--- config.mk ---
export PLATFORM = sky130hd
export DESIGN_NAME = ddsc_stream_in
export DESIGN_NICKNAME = d
export VERILOG_FILES = /design/src/shared/ddscfg_pkg.sv /design/src/rtl/ddsc_last_check.sv /design/src/rtl/ddsc_stream_in.sv
export SDC_FILE = /design/constraint.sdc
export NUM_CORES = 1
export LEC_CHECK = 0
export ABC_AREA = 1
export BUFFER_PORTS_ARGS = -buffer_cell sky130_fd_sc_hd__buf_2
export CORE_ASPECT_RATIO = 0.7
export CORE_UTILIZATION = 35
export CTS_BUF_LIST = sky130_fd_sc_hd__clkbuf_8
export DETAILED_ROUTE_END_ITERATION = 8
export GPL_ROUTABILITY_DRIVEN = 0
export SYNTH_ARGS = -nofsm -noshare
export SYNTH_HDL_FRONTEND = slang
export SYNTH_SLANG_ARGS = --single-unit
--- constraint.sdc ---
create_clock -name clk -period 1.7 [get_ports clk]
set_input_delay 0.17 -clock clk [delete_from_list [all_inputs] [get_ports clk]]
set_output_delay 0.17 -clock clk [all_outputs]
set_load 0.02 [all_outputs]
--- src/shared/ddscfg_pkg.sv ---
/*
 * Package for the stream-side input logic of a direct digital synthesizer:
 * widths, field positions, reset values and the payload structs.
 * Assumes a single clock domain and a fixed build of four channels with 11-bit phase.
 */
package ddscfg_pkg;

    // ------------------------------------------------------------------
    // Build constants
    // ------------------------------------------------------------------
    localparam int          DDSC_CHANNELS   = 4;
    localparam int          DDSC_CHAN_W     = 2;
    localparam int          DDSC_PHASE_W    = 11;
    localparam int          DDSC_FIELD_W    = 16;
    localparam int          DDSC_CFG_W      = 32;
    localparam int          DDSC_PH_W       = 32;
    localparam int          DDSC_LUT_W      = 16;
    localparam int          DDSC_INC_LSB    = 0;
    localparam int          DDSC_OFF_LSB    = 16;
    localparam int          DDSC_LUT_LSB    = 0;
    localparam logic [1:0]  DDSC_LAST_CHAN  = 2'h3;
    localparam logic [1:0]  DDSC_CHAN_RST   = 2'h0;
    localparam logic [10:0] DDSC_PHASE_RST  = 11'h000;

    // ------------------------------------------------------------------
    // Types
    // ------------------------------------------------------------------
    typedef logic [DDSC_PHASE_W-1:0] ddsc_phase_t;

    typedef struct packed {
        ddsc_phase_t phase_increment;
        ddsc_phase_t phase_offset;
    } ddsc_chan_cfg_t;

    typedef struct packed {
        logic                   valid;
        logic                   last;
        logic [DDSC_CHAN_W-1:0] chan;
        ddsc_phase_t            phase_increment;
        ddsc_phase_t            phase_offset;
        ddsc_phase_t            raw_phase;
    } ddsc_sample_t;

    typedef struct packed {
        logic missing;
        logic unexpected;
    } ddsc_last_evt_t;

endpackage : ddscfg_pkg

--- src/rtl/ddsc_last_check.sv ---
/*
 * Beat counter and last-beat checker for one multiplexed stream channel.
 * Assumes the caller pulses beat_taken for each accepted beat, same clock.
 */
`timescale 1ns/1ns
module ddsc_last_check
    import ddscfg_pkg::*;
(
    input  wire logic                   clk,
    input  wire logic                   rst_n,
    input  wire logic                   beat_taken,
    input  wire logic                   beat_last,
    output logic [DDSC_CHAN_W-1:0]      chan,
    output logic                        wrap,
    output ddsc_last_evt_t              evt
);

    typedef struct packed {
        logic [DDSC_CHAN_W-1:0] chan;
    } ddsc_chk_state_t;

    ddsc_chk_state_t state_reg;
    ddsc_chk_state_t state_next;
    logic            at_end;

    assign at_end = (state_reg.chan == DDSC_LAST_CHAN);
    assign chan   = state_reg.chan;
    // Combinational so the event shows in the beat's own cycle
    assign wrap   = beat_taken && (at_end || beat_last);
    assign evt.missing    = beat_taken && at_end && !beat_last;
    assign evt.unexpected = beat_taken && !at_end && beat_last;

    always_comb begin
        state_next = state_reg;
        if (beat_taken) begin
            // Any last resyncs to channel 0
            if (at_end || beat_last) begin
                state_next.chan = DDSC_CHAN_RST;
            end else begin
                state_next.chan = state_reg.chan + 2'h1;
            end
        end
    end

    always_ff @(posedge clk or negedge rst_n) begin
        if (!rst_n) begin
            state_reg <= '0;
        end else begin
            state_reg <= state_next;
        end
    end

endmodule : ddsc_last_check

--- src/rtl/ddsc_stream_in.sv ---
/*
 * Stream-side input logic of a multi-channel direct digital synthesizer:
 * configuration vector capture, pending/apply on a sync event, input phase
 * stream with one-entry output register, last-beat checking and events.
 * Assumes upstream masters and a downstream sink on the same clock.
 */
// Functional notes
// - Datapath channels without ready act as always ready; out_ready tie high then.
// - A beat moves when valid and ready are both high.
// - Output sample held until downstream ready, also after reset.
// - Configuration stream never stalls samples or the phase stream.
// - Last only on beat N-1; otherwise missing/unexpected event pulses.
// - Vector counts only after final beat; held until sync event.
// - Pending vector applies on counter wrap or packet last.
// - Single-channel build has no config last input.
// - Config beat: increment bits 10:0, offset bits 26:16, sign-extended.
// - Output held off drops phase input ready once buffer full.
// - No input phase valid means no output valid.
// - Phase input carries streaming fields or raw LUT phase, never both.
// - Raw phase in low bits of a byte-rounded bus.
// - Padding bits above raw phase ignored.
// - All data passes over valid/data stream channels.
// - Events assert in the cycle of the discrepancy, cleared by reset; here registered, so they show one cycle later.
// - Vector-framed phase last must mark last channel, else event.
`timescale 1ns/1ns
module ddsc_stream_in
    import ddscfg_pkg::*;
(
    input  wire logic                   clk,
    input  wire logic                   rst_n,
    // Build selections, static straps from the same clock domain
    input  wire logic                   lut_only,
    input  wire logic                   packet_framing,
    input  wire logic                   stream_increment,
    input  wire logic                   stream_offset,
    // Configuration stream
    input  wire logic                   cfg_tvalid,
    output logic                        cfg_tready,
    input  wire logic [DDSC_CFG_W-1:0]  cfg_tdata,
    input  wire logic                   cfg_tlast,
    // Input phase stream
    input  wire logic                   ph_tvalid,
    output logic                        ph_tready,
    input  wire logic [DDSC_PH_W-1:0]   ph_tdata,
    input  wire logic                   ph_tlast,
    // Sample stream to the synthesis core
    output ddsc_sample_t                out_sample,
    input  wire logic                   out_ready,
    // Events
    output logic                        event_cfg_last_missing,
    output logic                        event_cfg_last_unexpected,
    output logic                        event_ph_last_missing,
    output logic                        event_ph_last_unexpected
);

    // ------------------------------------------------------------------
    // State
    // ------------------------------------------------------------------
    typedef struct packed {
        ddsc_chan_cfg_t [DDSC_CHANNELS-1:0] shadow;
        ddsc_chan_cfg_t [DDSC_CHANNELS-1:0] pending;
        ddsc_chan_cfg_t [DDSC_CHANNELS-1:0] active;
        logic                               pend_valid;
        ddsc_sample_t                       out;
        logic                               cfg_rdy;
        ddsc_last_evt_t                     cfg_evt;
        ddsc_last_evt_t                     ph_evt;
    } ddsc_state_t;

    ddsc_state_t    state_reg;
    ddsc_state_t    state_next;

    logic                   cfg_take;
    logic                   ph_take;
    logic                   ph_rdy;
    logic [DDSC_CHAN_W-1:0] cfg_chan;
    logic [DDSC_CHAN_W-1:0] ph_chan;
    logic                   cfg_wrap;
    logic                   ph_wrap;
    ddsc_last_evt_t         cfg_evt_now;
    ddsc_last_evt_t         ph_evt_now;
    logic                   sync_event;
    logic                   cfg_last_eff;
    ddsc_chan_cfg_t         cfg_fields;
    ddsc_chan_cfg_t         ph_fields;

    // ------------------------------------------------------------------
    // Handshakes
    // ------------------------------------------------------------------
    // Config channel accepts from the first clock after reset; never touches the sample path
    assign cfg_take = cfg_tvalid && state_reg.cfg_rdy;
    // Sink without ready: tie out_ready high, ready never drops
    // One-entry skid: ready while the output slot is empty or drains
    assign ph_rdy   = !state_reg.out.valid || out_ready;
    assign ph_take  = ph_tvalid && ph_rdy;
    // Single channel: the lone beat closes the vector by itself
    assign cfg_last_eff = (DDSC_CHANNELS == 1) ? 1'b1 : cfg_tlast;

    // ------------------------------------------------------------------
    // Field unpack
    // ------------------------------------------------------------------
    // Increment low field, offset upper field; sign bits dropped
    assign cfg_fields.phase_increment = cfg_tdata[DDSC_INC_LSB +: DDSC_PHASE_W];
    assign cfg_fields.phase_offset    = cfg_tdata[DDSC_OFF_LSB +: DDSC_PHASE_W];
    // Streamed fields packed as on the config bus
    assign ph_fields.phase_increment  = ph_tdata[DDSC_INC_LSB +: DDSC_PHASE_W];
    assign ph_fields.phase_offset     = ph_tdata[DDSC_OFF_LSB +: DDSC_PHASE_W];

    // ------------------------------------------------------------------
    // Beat counters and last checks
    // ------------------------------------------------------------------
    ddsc_last_check u_cfg_chk (
        .clk        (clk),
        .rst_n      (rst_n),
        .beat_taken (cfg_take),
        .beat_last  (cfg_last_eff),
        .chan       (cfg_chan),
        .wrap       (cfg_wrap),
        .evt        (cfg_evt_now)
    );

    ddsc_last_check u_ph_chk (
        .clk        (clk),
        .rst_n      (rst_n),
        .beat_taken (ph_take),
        .beat_last  (ph_tlast),
        .chan       (ph_chan),
        .wrap       (ph_wrap),
        .evt        (ph_evt_now)
    );

    // ------------------------------------------------------------------
    // Synchronization event
    // ------------------------------------------------------------------
    // Counter rollover, or accepted packet last
    assign sync_event = packet_framing ? (ph_take && ph_tlast) : ph_wrap;

    // ------------------------------------------------------------------
    // Next state
    // ------------------------------------------------------------------
    always_comb begin
        state_next = state_reg;
        state_next.cfg_rdy = 1'b1;

        // Capture config beat into the shadow slot for its channel
        if (cfg_take) begin
            state_next.shadow[cfg_chan] = cfg_fields;
        end

        // Apply before a new vector completes, so a vector finishing
        // in the sync cycle waits for the next event
        if (sync_event && state_reg.pend_valid) begin
            state_next.active     = state_reg.pending;
            state_next.pend_valid = 1'b0;
        end

        // Vector counts only once its final beat lands
        if (cfg_take && cfg_wrap) begin
            state_next.pending = state_next.shadow;
            state_next.pend_valid = 1'b1;
        end

        // Output slot: hold until downstream takes it
        if (state_reg.out.valid && out_ready) begin
            state_next.out.valid = 1'b0;
        end
        if (ph_take) begin
            state_next.out.valid = 1'b1;
            state_next.out.last  = ph_tlast;
            state_next.out.chan  = ph_chan;
            state_next.out.phase_increment = state_reg.active[ph_chan].phase_increment;
            state_next.out.phase_offset    = state_reg.active[ph_chan].phase_offset;
            state_next.out.raw_phase       = DDSC_PHASE_RST;
            if (lut_only) begin
                // Padding above the phase field is never read
                state_next.out.raw_phase = ph_tdata[DDSC_LUT_LSB +: DDSC_PHASE_W];
            end else begin
                // Streamed fields packed as on the config bus
                if (stream_increment) begin
                    state_next.out.phase_increment = ph_fields.phase_increment;
                end
                if (stream_offset) begin
                    state_next.out.phase_offset = ph_fields.phase_offset;
                end
            end
        end

        // Events follow the discrepancy, one cycle per occurrence
        state_next.cfg_evt = (DDSC_CHANNELS == 1) ? '0 : cfg_evt_now;
        state_next.ph_evt  = packet_framing ? '0 : ph_evt_now;
    end

    // Sample, config ready and events registered; events therefore trail the beat by one clock
    always_ff @(posedge clk or negedge rst_n) begin
        if (!rst_n) begin
            state_reg <= '0;
        end else begin
            state_reg <= state_next;
        end
    end

    // ------------------------------------------------------------------
    // Outputs
    // ------------------------------------------------------------------
    assign cfg_tready = state_reg.cfg_rdy;
    // Ready stays combinational so one slot runs at full rate
    assign ph_tready  = ph_rdy;
    assign out_sample = state_reg.out;

    // ------------------------------------------------------------------
    // Event outputs
    // ------------------------------------------------------------------
    assign event_cfg_last_missing    = state_reg.cfg_evt.missing;
    assign event_cfg_last_unexpected = state_reg.cfg_evt.unexpected;
    assign event_ph_last_missing     = state_reg.ph_evt.missing;
    assign event_ph_last_unexpected  = state_reg.ph_evt.unexpected;

endmodule : ddsc_stream_in

==> flow_summary.yaml, run 1 <==
critical_path:
  end_kind: "flop"
  crit_fanout: 46
  critPathMaxStageDelay_ns: 0.40
  cp_data_required_time_ns: 2.17
  cp.arrival_ns: 2.06
  critPathLaunchType: "flop"
  path_class: "reg -> reg"
  cpMaxStageDelayCell: "dfrtp_1"
  sequence_of_cells_on_the_critical_path: "ha_1 -> nor2_2 -> nor2_4 -> buf_12 -> buf_12 -> nand2_1 -> nand2_1"
pwr:
  power.density_nw_per_um2: 1570
  clock_power_share_pct: 28.1
  worst_ir_drop_vdd_uv: 898
  sw_power_uw: 8130
  sequential_share_of_power_pct: 46.8
  internal-power_uw: 16800
  switching_share_pct: 32.6
  power_frac_comb_pct: 25.1
  leakagePower_uw: 0.00827
sta:
  hold-worst-slack_ns: 0.0617
  tightest_slew_ns: 0.556
  finalSetupViolCount: 0
  timing.final.max_slew_violations: 0
  finClkSkew_ns: 0.0177
  unrepaired_setup_endpoints_after_global_routing: "false"
  fin_crit_sh_pct: 93.3
  timing.setup.tns_ns: 0
  max-slew-margin-rel_pct: 62.9
  final_period_minus_worst_setup_slack_ns: 1.59
  fmax_mhz: 630
  report.final.hold_viol_count: 0
drt:
  route.antenna.remaining_nets: 0
  postRouteWirelength_mm: 32.1
  wl_per_cell_um: 14.8
  via_count: 10000
  drt_drc_violations_left: 0
  initialDrtViolationCount: 767
  detail_route.first_pass.iterations: 5
  vias_per_instance: 4.62
yosys:
  synth_sequential_area_ratio_pct: 58.7
  postSynthNetCount: 1609
  synth.largest_area_cell: "dfrtp_1"
  synth.top_cells.by_area: "dfrtp_1 59%, nand2_1 19%, o21ai_2 4.0%"
  synth.distinct_cells: 24
  ys.warnings.count: 0
  syn_inst: 1529
  syn_avg_cell_area_um2: 8.67
  synth-seq-cells: 311
  synth_top_cell_area_share_pct: 58.7
  mappedNetlistArea_um2: 13300
clock_network:
  clk_transition_reported_paths_ns: 0.06
  clock-root-buffer: "clkbuf_8"
  cts_tree: "yes"
  cts-buffers-inserted: 49
  cts.htree.levels: 2
  num_clock_sinks: 311
  clock_tree.buffer_depth: 3
  clock_latency_on_the_worst_skew_pair_ns: 0.59
global_routing:
  groute.usage.overall_pct: 16.5
  antenna_found_initial: 0
  grt_first_pass_wirelength_mm: 50.7
  maximum_number_of_pins_on_one_net_before_global_route_repair: 69
  via_count_of_the_first_global_routing_pass: 9790
  gr-total-overflow: 0
die:
  floorplan.die_area_um2: 38700
  die_h_um: 165
  io_pins: 118
  core_um2: 37200
  fp.dieW_um: 235
  fp-row-count: 59
  floorplan.initialDensity_pct: 35.6
finish:
  instances_no_fill: 2174
  syn2layout_area_growth_pct: 20.0
  antenna_cells: 0
  largest_reg_flops: 265
  layout.cells.most_common: "nand2_1"
  layout-drive-gt1-share_pct: 16.9
  layout.nets: 1733
  fillers: 3714
  final_core_utilization_pct: 42.8
  mostFrequentLayoutCells: "675 x nand2_1, 311 x dfrtp_1, 129 x inv_1"
place:
  half_perimeter_wire_length_after_detailed_placement_mm: 18.5
  post-place-cells: 2032
  portBuffers: 97
flow_run:
  max_capacitance_violation_total: 0
min_path:
  worst_min_path_class: "in -> reg"
run_status:
  status: "complete, no violations"
per-layer routing:
layer	track usage [%]	part of all wire [%]	vias to the layer above
li1	-	-	4923
met1	22.1	47	4911
met2	27.6	48	169
met3	3.14	4.1	39
met4	4.02	1.3	0
met5	0	0	-
kinds of logic (layout without fill, tap and decap cells):
family	count (synthesis)	after routing	synth area share, %
compound gates	183	183	8.69
fa+ha+maj	5	5	0.472
buf+inv	239	396	8.90
flops	311	311	58.7
other cells	1	1	0.0283
simple gates	790	790	23.2
final timing paths:
kind / start / endpoint / slack, ns / cells past startpoint
max in group asynchronous: rst_n / state_reg[51]$_DFFE_PN0P_ / 0.91 / 3
min in group asynchronous: rst_n / state_reg[235]$_DFF_PN0_ / 0.11 / 2
min reg2reg: out_sample[2]$_DFFE_PN0N_ / out_sample[2]$_DFFE_PN0N_ / 0.47 / 2
max: u_cfg_chk.chan[0]$_DFFE_PN0P_ / state_reg[204]$_DFFE_PN0P_ / 0.11 / 7
min: out_ready / u_ph_chk.chan[0]$_DFFE_PN0N_ / 0.06 / 4
max reg2reg: u_cfg_chk.chan[0]$_DFFE_PN0P_ / state_reg[204]$_DFFE_PN0P_ / 0.11 / 7
synth_stat cells:
library cell,number
buf_2,23
clkbuf_1,30
buf_4,41
nand4_1,2
nand3_1,57
o21ai_0,80
a21oi_4,1
nor2_1,46
ha_1,5
nor3_1,2
inv_4,1
o21ai_1,42
nor2_4,1
dfrtp_1,311
nand2_2,5
conb_1,1
nand3_2,1
buf_1,9
buf_6,13
nand2_1,675
inv_1,120
inv_2,2
nor2_2,1
o21ai_2,60
area by class of cell:
class | instances | area (um2) | share of cell area, %
clock buffer | 69 | 950 | 5.97
clock inverter | 15 | 141 | 0.889
inverter | 123 | 464 | 2.92
multi-input combinational | 979 | 4300 | 27.0
sequential | 311 | 7780 | 48.9
tap | 488 | 611 | 3.84
timing repair buffer | 189 | 1660 | 10.4
through the flow:
stage                     instance area (um2)  total power, uW  setup WS [ns]
final                                   15900            24900          0.113
after global routing                    15900            26800        0.00563
after CTS                               15800            25200         0.0232
after detailed placement                14200            17900          0.101
after global placement                  14200            17600          0.121
after floorplan                         13300            16200          0.236
critical path, delay by kind of cell, from the launching register on:
kind | cells | cell delay (ns)
and+or+nand+nor | 4 | 0.43
DFF | 1 | 0.40
buffers and inverters | 2 | 0.38
adders and majority gates | 1 | 0.24
power by group through the flow:
stage,Sequential [uW],Clock (uW),Combinational [uW]
final,11700,7010,6240
after global routing,12000,7530,7230
after CTS,11700,7220,6300
after detailed placement,11800,0,6180
after global placement,11700,0,5980
after floorplan,11400,0,4840
repair_timing:
item,4_1_cts,5_1_grt
gates resized for setup,0,4
setup buffers,0,2
setup endpoints to repair,0,55
endpoints found under the hold margin,440,0
hold buffers,52,0
No activity file was read; power rests on OpenSTA's default activity.
==> run 2, diff against run 1 <==
Clock period 1.7 ns to 2 ns, I/O delays scaled along.
==> run 2 against run 1 <==
Final cell count is 0.28% lower. Die area stayed put. Core utilization is 0.75 points lower. Clock power is 20% lower. First-iteration DRC count is 9.9% lower. Worst setup slack better by 0.035 ns. Largest cell class unchanged.
==> flow_summary.yaml, run 2 (synthesis results as in run 1) <==
sta:
  fin_crit_sh_pct: 92.6
  timing.setup.tns_ns: 0
  final_period_minus_worst_setup_slack_ns: 1.85
  fmax_mhz: 540
  tightest_slew_ns: 0.958
  finClkSkew_ns: 0.0148
  report.final.hold_viol_count: 0
  unrepaired_setup_endpoints_after_global_routing: "false"
  timing.final.max_slew_violations: 0
  hold-worst-slack_ns: 0.0346
  max-slew-margin-rel_pct: 36.1
  worst_slack_ns: 0.149
  finalSetupViolCount: 0
finish:
  layout.nets: 1726
  largest_reg_flops: 265
  instances_no_fill: 2168
  antenna_cells: 0
  syn2layout_area_growth_pct: 17.9
  fillers: 3756
  mostFrequentLayoutCells: "675 x nand2_1, 311 x dfrtp_1, 132 x inv_1"
  layout.cells.most_common: "nand2_1"
  layout-drive-gt1-share_pct: 16.1
pwr:
  power_frac_comb_pct: 24.9
  clock_power_share_pct: 27.2
  sequential_share_of_power_pct: 47.8
  leakagePower_uw: 0.00813
  power.density_nw_per_um2: 1320
  worst_ir_drop_vdd_uv: 670
  sw_power_uw: 6790
  switching_share_pct: 32.8
  internal-power_uw: 13900
die:
  core_um2: 37200
  floorplan.die_area_um2: 38700
  fp.dieW_um: 235
  die_h_um: 165
  io_pins: 118
  floorplan.initialDensity_pct: 35.6
  fp-row-count: 59
critical_path:
  cp.arrival_ns: 2.36
  critical_path.reg2reg.startpoint: "out_sample[36]$_DFFE_PN0P_"
  rr_endpoint: "event_ph_last_unexpected$_DFF_PN0_"
  regToRegSetupSlack_ns: 0.15
  end_kind: "flop"
  path_class: "reg -> reg"
  reg2regPathDepth: 5
  cp_data_required_time_ns: 2.51
  critPathLaunchType: "flop"
  crit_fanout: 12
clock_network:
  clock-root-buffer: "clkbuf_8"
  cts-buffers-inserted: 49
  cts_tree: "yes"
  clk_transition_reported_paths_ns: 0.07
  clock_tree.buffer_depth: 3
  num_clock_sinks: 311
  clock_latency_on_the_worst_skew_pair_ns: 0.58
  cts.htree.levels: 2
min_path:
  worstHoldStart: "cfg_tvalid"
  worstHoldPathCells: 4
  worst_min_path_class: "in -> reg"
  timing.hold.worst_endpoint: "u_cfg_chk.chan[1]$_DFFE_PN0P_"
global_routing:
  antenna_found_initial: 0
  via_count_of_the_first_global_routing_pass: 9673
  grt_first_pass_wirelength_mm: 49.6
  gr-total-overflow: 0
  globalRoute.busiestLayer: "met2"
  gr-usage-met1_pct: 21.9
  use_met2_pct: 26.9
  maximum_number_of_pins_on_one_net_before_global_route_repair: 89
  groute.usage.overall_pct: 16.3
  grt_util_met3_pct: 3.06
flow_run:
  max_capacitance_violation_total: 0
drt:
  route.antenna.remaining_nets: 0
  detail_route.first_pass.iterations: 5
  via_count: 9815
  drt_drc_violations_left: 0
  postRouteWirelength_mm: 30.1
  wl_per_cell_um: 13.9
  vias_per_instance: 4.53
  initialDrtViolationCount: 691
place:
  half_perimeter_wire_length_after_detailed_placement_mm: 18.2
  post-place-cells: 2027
  detailedPlace.worstSlack_ns: 0.289
  portBuffers: 97
run_status:
  status: "complete, no violations"
run 2: cell types whose count changed in the layout (fill, tap and decap cells not counted), sizes merged:
| cell | delta |
|---|---|
| buf | -8 |
| bufinv | -1 |
| clkbuf | -8 |
| clkinv | +5 |
| clkinvlp | -1 |
| dlygate4sd3 | +4 |
| inv | +3 |
run 2: layout make-up:
class / count / area [um2] / share of cell area (%)
clock buffer: 64 / 881 / 5.64
inverter: 123 / 464 / 2.97
multi-input combinational: 979 / 4300 / 27.5
timing repair buffer: 182 / 1450 / 9.27
tap: 488 / 611 / 3.91
sequential: 311 / 7780 / 49.8
clock inverter: 21 / 144 / 0.921
run 2: per-layer routing:
| layer | vias to the layer above | wire length (um) |
|---|---|---|
| li1 | 4899 | - |
| met1 | 4717 | 14100 |
| met2 | 144 | 14100 |
| met3 | 55 | 1210 |
| met4 | 0 | 654 |
| met5 | - | 0 |
run 2: worst max-delay path by stage:
stage	startpoint	endpoint	slack, ns	depth (start not counted)
floorplan	u_cfg_chk.chan[0]$_DFFE_PN0P_	state_reg[132]$_DFFE_PN0P_	0.54	8
global placement	u_ph_chk.chan[0]$_DFFE_PN0N_	state_reg[128]$_DFFE_PN0P_	0.31	7
detailed placement	u_ph_chk.chan[0]$_DFFE_PN0N_	state_reg[78]$_DFFE_PN0P_	0.29	7
CTS	out_sample[36]$_DFFE_PN0P_	event_ph_last_unexpected$_DFF_PN0_	0.16	5
global route	out_sample[36]$_DFFE_PN0P_	event_ph_last_unexpected$_DFF_PN0_	0.02	5
finish	out_sample[36]$_DFFE_PN0P_	event_ph_last_unexpected$_DFF_PN0_	0.15	5
run 2: worst max-delay path, stage by stage (launching register included):
cell and delay (ns):
dfrtp_1 0.42, a21oi_4 0.31, buf_4 0.26, nand2_1 0.09
nor3_1 0.13, dlygate4sd3_1 0.57
run 2: timing repair:
action                                 4_1_cts  5_1_grt
setup buffers                                0        0
resized for setup                            0        0
hold buffers                                56        0
endpoints found under the hold margin      404        0
run 2: power groups by stage:
stage                     combinational, uW  clock (uW)  sequential, uW
final                                  5150        5630            9890
after global routing                   6040        6120           10200
after CTS                              5280        5830            9900
after detailed placement               5180           0            9990
after global placement                 5040           0            9910
after floorplan                        4110           0            9700
run 2: metrics by stage:
| stage | utilization, % | power [uW] | instance area (um2) |
|---|---|---|---|
| after floorplan | - | 13800 | 13300 |
| after global placement | 37.7 | 14900 | 14000 |
| after detailed placement | 37.7 | 15200 | 14000 |
| after CTS | 42.0 | 21000 | 15600 |
| after global routing | 42.0 | 22400 | 15600 |
| final | 42.0 | 20700 | 15600 |
